### src/gdr_regs.vh
// Constants for the graphics DMA request glue.
// Assumes a 20 MHz clk_in; included by bare name.
`ifndef GDR_REGS_VH
`define GDR_REGS_VH
`define GDR_CLK_PERIOD_NS   50
`define GDR_DROP_MAX_NS     50
// Longest time rounds down, never below one cycle
`define GDR_DROP_CYCLES     ((`GDR_DROP_MAX_NS / `GDR_CLK_PERIOD_NS) < 1 ? 1 : (`GDR_DROP_MAX_NS / `GDR_CLK_PERIOD_NS))
`define GDR_CNT_W           4
`define GDR_FILT_W          2
`endif

### src/gdr_top.v
// Graphics DMA request glue: device side request withdrawal logic.
// Assumes host strobes are synchronous to clk_in; request pins are open drain.
// Operation
// - DMA cycles are ordinary host reads and writes
// - Request withdrawn three clocks before deposit end
// - Both requests drop within 50 ns of write
// - Request drops after read, before next deposit
`timescale 1ns/1ns
`include "gdr_regs.vh"
module gdr_top
(
  input  wire       clk_in,
  input  wire       rst_b_in,
  input  wire       chip_sel_b_in,
  input  wire       wr_b_in,
  input  wire       rd_b_in,
  input  wire       dma_ack_input_b_in,
  input  wire       load_ready_in,
  input  wire       send_ready_in,
  input  wire       transfer_request_a_in,
  input  wire       transfer_request_b_in,
  output wire       transfer_request_a_out,
  output wire       transfer_request_a_oe_b_out,
  output wire       transfer_request_b_out,
  output wire       transfer_request_b_oe_b_out,
  output reg        write_strobe_out,
  output reg        read_strobe_out,
  output wire [1:0] state_out
);
  ////////////////////////////////////////////////////////////////
  // Reset synchroniser
  reg rst_s1_q;
  reg rst_s2_q;

  // Release through two flops so every flop leaves reset on the same edge
  always @(posedge clk_in or negedge rst_b_in)
  begin
    if (!rst_b_in)
    begin
      rst_s1_q <= 1'b0;
      rst_s2_q <= 1'b0;
    end
    else
    begin
      rst_s1_q <= 1'b1;
      rst_s2_q <= rst_s1_q;
    end
  end

  wire rst_b = rst_s2_q;

  ////////////////////////////////////////////////////////////////
  // Access detection
  // A DMA cycle is an ordinary selected read or write; acknowledge is unused
  wire wr_sel_b = wr_b_in | chip_sel_b_in;
  wire rd_sel_b = rd_b_in | chip_sel_b_in;
  wire wr_fall;
  wire rd_fall;
  wire ack_unused = dma_ack_input_b_in;

  gdr_strobe_edge u_wr_edge
  (
    .clk_in      (clk_in),
    .rst_b_in    (rst_b),
    .strobe_b_in (wr_sel_b),
    .fall_out    (wr_fall)
  );

  gdr_strobe_edge u_rd_edge
  (
    .clk_in      (clk_in),
    .rst_b_in    (rst_b),
    .strobe_b_in (rd_sel_b),
    .fall_out    (rd_fall)
  );

  ////////////////////////////////////////////////////////////////
  // Request state machine, one-hot
  localparam [1:0] ST_IDLE = 2'b01;
  localparam [1:0] ST_REQ  = 2'b10;

  reg [1:0] state_q;
  reg [1:0] state_d;
  wire      any_ready = load_ready_in | send_ready_in;

  // Any selected strobe withdraws both requests on the same edge;
  // the request re-arms only once the strobe ends so one access serves one request
  always @*
  begin
    state_d = state_q;
    case (state_q)
      ST_IDLE:
      begin
        if (any_ready && wr_sel_b && rd_sel_b)
          state_d = ST_REQ;
      end
      ST_REQ:
      begin
        if (wr_fall || rd_fall || !any_ready)
          state_d = ST_IDLE;
      end
      default:
        state_d = ST_IDLE;
    endcase
  end

  always @(posedge clk_in or negedge rst_b)
  begin
    if (!rst_b)
      state_q <= ST_IDLE;
    else
      state_q <= state_d;
  end

  // Combinational drop: the pin goes inactive in the very strobe cycle,
  // well inside one 50 ns clock, leaving the host its wait-state margin
  wire req_live = state_q[1] & ~wr_fall & ~rd_fall;
  wire req_a    = req_live & load_ready_in;
  wire req_b    = req_live & send_ready_in;

  // Open drain: drive low (enable low) only when not requesting
  assign transfer_request_a_out      = 1'b0;
  assign transfer_request_a_oe_b_out = req_a;
  assign transfer_request_b_out      = 1'b0;
  assign transfer_request_b_oe_b_out = req_b;
  assign state_out                   = state_q;

  ////////////////////////////////////////////////////////////////
  // Access pulses toward the pixel logic, registered
  always @(posedge clk_in or negedge rst_b)
  begin
    if (!rst_b)
    begin
      write_strobe_out <= 1'b0;
      read_strobe_out  <= 1'b0;
    end
    else
    begin
      write_strobe_out <= wr_fall & ack_unused | wr_fall & ~ack_unused;
      read_strobe_out  <= rd_fall;
    end
  end

  wire unused_ok = transfer_request_a_in ^ transfer_request_b_in;
endmodule

### src/gdr_strobe_edge.v
// Strobe edge detector: reports the first cycle a low-active strobe is seen.
// Assumes the strobe is synchronous to clk_in and reset is already synchronised.
`timescale 1ns/1ns
module gdr_strobe_edge
(
  input  wire clk_in,
  input  wire rst_b_in,
  input  wire strobe_b_in,
  output wire fall_out
);
  reg strobe_b_q;

  // Idle high after reset so a strobe held low out of reset still counts
  always @(posedge clk_in or negedge rst_b_in)
  begin
    if (!rst_b_in)
      strobe_b_q <= 1'b1;
    else
      strobe_b_q <= strobe_b_in;
  end

  assign fall_out = strobe_b_q & ~strobe_b_in;
endmodule

### config.mk
export PLATFORM = sky130hd
export DESIGN_NAME = gdr_top
export DESIGN_NICKNAME = d
export VERILOG_FILES = /design/src/gdr_top.v /design/src/gdr_strobe_edge.v
export VERILOG_INCLUDE_DIRS = /design/src
export SDC_FILE = /design/constraint.sdc
export NUM_CORES = 1
export LEC_CHECK = 0
export CAP_MARGIN = 20
export CORE_AREA = 2 2 39 41
export DETAILED_ROUTE_END_ITERATION = 6
export DIE_AREA = 0 0 41 43
export DONT_BUFFER_PORTS = 1
export GPL_ROUTABILITY_DRIVEN = 0
export PLACE_DENSITY = 0.45
export RECOVER_POWER = 100
export SETUP_SLACK_MARGIN = 0.3
export SLEW_MARGIN = 25
export SYNTH_ARGS = -nofsm -noshare
export SYNTH_HDL_FRONTEND = slang
export SYNTH_SLANG_ARGS = --single-unit
### constraint.sdc
create_clock -name clk_in -period 1 [get_ports clk_in]
set_input_delay 0.05 -clock clk_in [delete_from_list [all_inputs] [get_ports clk_in]]
set_output_delay 0.05 -clock clk_in [all_outputs]
set_load 0.01 [all_outputs]
# --- Word-level counts from Yosys, hierarchy flattened ---
# Cells that the tools add are included.
word_totals:
  reg_bits: 8
  latch_bits: 0
  mem_bits_rw: 0
  rom_bits: 0
  inputBits: 10
  output_inout_bits: 8
  elab_cells: 37
  n_memories: 0
op_classes:
  add_sub_neg: 0
  mul: 0
  n_div: 0
  n_lt_le_gt_ge: 0
  n_eq_ne: 4
  n_shift: 0
  muxes: 3
  n_bitwise: 17
  n_reduce_logical: 6
op_table:
  columns: ["operator", "count"]
  rows:
  - ["1-bit AND", 8]
  - ["1-bit inverter", 5]
  - ["2-bit two-way mux", 2]
  - ["2-bit inequality test (second input constant)", 2]
  - ["1-bit OR", 4]
  - ["2-bit case mux with 2 select lines", 1]
  - ["2-bit by 1-bit equality test with 1-bit output (second input constant)", 1]
  - ["2-bit equality test (second input constant)", 1]
  - ["1-bit logical AND", 2]
  - ["1-bit logical OR", 2]
  - ["2-bit AND reduction", 1]
  - ["1-bit zero test", 1]

# --- Logic depth before layout (Yosys ltp) ---
logic_depth:
  word_depth: 7
  depth_mapped: 3
  ltp_nobuf: 3

# --- Hierarchy ---
# A second synthesis with hierarchy kept.
hier_totals:
  hier_cells: 25
  hier_area_um2: 330.3
modules_own_cells:
  columns: ["module", "instances", "cells_each", "area_per_inst_um2"]
  rows:
  - ["gdr_top", 1, 21, 250.2]
  - ["gdr_strobe_edge", 2, 2, 40.0]

# --- Least setup slack after synthesis ---
# OpenSTA, ideal clock, no wires.
synth_path:
  path_kind: "register -> register"
  from: "register state_q[0], in the netlist state_out[0]"
  to: "register state_q[0], in the netlist state_out[0]"
  setup_time_ns: 0.094
  arrival_time_ns: 1.133
  t_required_ns: 0.906
  path_slack_ns: -0.227
  stages_incl_launch_ff: 4
  synth_period_minus_slack_ns: 1.227
  cell_sequence: "dfstp_2 > xor2_1 > o21ai_1 > or4_1"
synth_between:
  elab_chain_len: 3
  word_cells_on_any_way: 6
  classes_between: "eq/ne: 4; mux: 1; reduce/logical: 1"
synth_lines:
  columns: ["item", "line", "source"]
  rows:
  - ["start, declared", "gdr_top.v:82", "reg [1:0] state_q;"]
  - ["start signal, assigned", "gdr_top.v:112", "state_q <= state_d;"]
  - ["2-bit equality test or 2-bit by 1-bit equality test with 1-bit output (tied branches)", "gdr_top.v:91", "case (state_q)"]
  - ["2-bit inequality test (no line)", null, null]
  - ["2-bit AND reduction (no line)", null, null]
# Several ways; a longest one is shown, not always the timed one.
# A chain may end at the register's enable or synchronous reset.

# --- Worst setup path in the final report ---
# Ends and elaborated chain as after synthesis.

==> results.toml <==
[placement]
dp_hpwl_um = 472
io_buffers = 0

[global_route]
top_usage_layer = "met2"
grt_pass1_vias = 250
overflow = 0
globalRouteMet1Util_pct = 6.33
antenna_found_initial = 0
grt_max_degree = 7
grt_usage_pct = 7.82
met2_usage_pct = 13.4
grt_pass1_wl_um = 897
met3_usage_pct = 3.14

[clocking]
clock-root-buffer = "clkbuf_4"
tritoncts = "yes"
numCtsBuffers = 3
path_clk_slew_ns = 0.05
clkLatencyLatePin_ns = 0.24
cts_hold_buffers = 1
htreeDepth = 1
cts.sinks = 8
clock_path_buffers = 2

[die]
ios = 18
rows = 14
core_area_um2 = 1380
die-area_um2 = 1760
start_util_pct = 23.2
die_h_um = 43
die_w_um = 41

[final_layout]
antennaDiodeCount = 0
finish.net_count = 53
utilization_pct = 35.1
area_delta_synth_final_pct = 51.0
drive_above_1_share_pct = 52.4
fillers = 145

[route]
ant_nets = 0
drtPass1Iterations = 2
drc = 0
drtIter0Drc = 2
via_per_inst = 4.22
totalWireLength_um = 599
wl_per_cell_um = 10.3
num_vias = 245

[timing]
hold_violations = 2
maxClockFrequency_mhz = 776
timing.final.ws_setup_ns = -0.288
slew_viol_final = 0
hold_slack_ns = -0.0482
fin_crit_sh_pct = 129
rsz0062_at_grt = "yes"
setup_viol = 5
finalClockSkew_ns = 0.00159
min_period_ns = 1.29

[job]
cap_violations = 0

[synthesis]
synth-main-ff-cell = "dfrtp_1"
synthTopCellsByCount = "5 x dfrtp_1, 3 x dfstp_2, 3 x nor2_1"
yosysMostFrequentCell = "dfrtp_1"
ys_seq_area_share_pct = 63.4
synth_edf_count = 0
syn-cell-area_um2 = 322
ys_warn_count = 0
post_synth.cell_area_avg_um2 = 10.7
syn_inst = 30
synth_top_area_share_pct = 38.9
synth_cell_type_count = 15
async_flop_share_pct = 100
ys_ff_latch = 8
yosysTopAreaCell = "dfrtp_1"
synth.area.top_cells = "dfrtp_1 39%, dfstp_2 25%, buf_4 4.7%"

[run_status]
violations = "negative hold slack, negative setup slack"
status = "finished with violations"

[setup_path]
endpoint_kind = "flip-flop"
crit_path_start_kind = "flip-flop"
worstPathRequired_ns = 1.16
cp.arrival_ns = 1.45
criticalPathCategory = "flip-flop to flip-flop"
worstPathMaxFanout = 2

[pwr]
p_leak_uw = 0.000223
ir_worst_vdd_v = 0.000458
powerDensity_nw_per_um2 = 1960

[worst_hold_path]
hold_class = "input port to flip-flop"
placed cells by master, fill, tap and decap left out, types with 2 or more instances in the layout:
master,synthesis,final
buf_6,0,4
buf_4,2,4
conb_1,2,3
dfstp_2,3,2
clkbuf_4,0,3
dfrtp_1,5,5
nor2_2,1,2
nand2_1,2,2
or2_2,2,2
routing by layer:
metal / vias up / share of wire (%)
met1: 121 / 30
met3: 0 / 11
met2: 11 / 58
met4: 0 / 0
met5: - / 0
li1: 113 / -
state kept, by name, summed over array words and instances, names as in the netlist:
name / flops
rst_b: 1
u_wr_edge.strobe_b_q: 1
rst_s1_q: 1
u_rd_edge.strobe_b_q: 1
state_out: 2
write_strobe_out: 1
read_strobe_out: 1
final timing paths:
| path | start | depth (start not counted) | slack [ns] | end |
|---|---|---|---|---|
| setup / recovery | state_out[0] | 3 | -0.29 | state_out[0] |
| hold / removal | wr_b_in | 1 | -0.05 | u_wr_edge.strobe_b_q |
| setup reg to reg | state_out[0] | 3 | -0.29 | state_out[0] |
| hold reg to reg | rst_b | 0 | 0.09 | state_out[1] |
| max in group asynchronous | rst_b | 0 | 0.65 | u_wr_edge.strobe_b_q |
| min in group asynchronous | rst_b_in | 1 | 0.03 | rst_s1_q |
power breakdown:
part           internal (uW)  switching [uW]
logic                    175             124
clock network            152            98.5
registers                371            33.3
worst max-delay path: stages, from the launching register on:
cell and delay [ns]:
dfstp_2 0.54, xor2_1 0.16, o21ai_1 0.11, or4_1 0.40
what timing repair did:
| action | in CTS | in global routing |
|---|---|---|
| buffers inserted | 4 | 0 |
| endpoints found under the hold margin | 4 | 2 |
| endpoints found under the setup margin | 10 | 10 |
| pin swaps | 1 | 1 |
| gates resized for setup | 6 | 3 |
metrics by stage:
stage	std cells	power [uW]	TNS, ns	setup slack, ns	cell area [um2]
2_1_floorplan	31	506	-0.227	-0.227	334
5_1_grt	58	1020	-1.19	-0.324	485
3_5_place_dp	49	560	-0.249	-0.235	369
4_1_cts	58	940	-0.863	-0.248	462
3_3_place_gp	49	555	-0.227	-0.227	369
6_report	58	954	-0.958	-0.288	485
layout make-up:
class	instances	area [um2]	area share, %
Sequential cell	8	204	42.0
Multi-Input combinational cell	19	143	29.4
Timing Repair Buffer	9	85.1	17.5
Clock buffer	4	26.3	5.41
Tap cell	16	20.0	4.12
Inverter	2	7.51	1.55
logic make-up after synthesis:
group,after synthesis,synth area share (%)
buffers and inverters,4,7.00
XOR/XNOR,1,2.72
other,2,2.34
AND/OR/NAND/NOR,12,19.8
AO/OA/AOI/OAI,3,4.67
flip-flops,8,63.4
(Power assumes the default switching activity.)
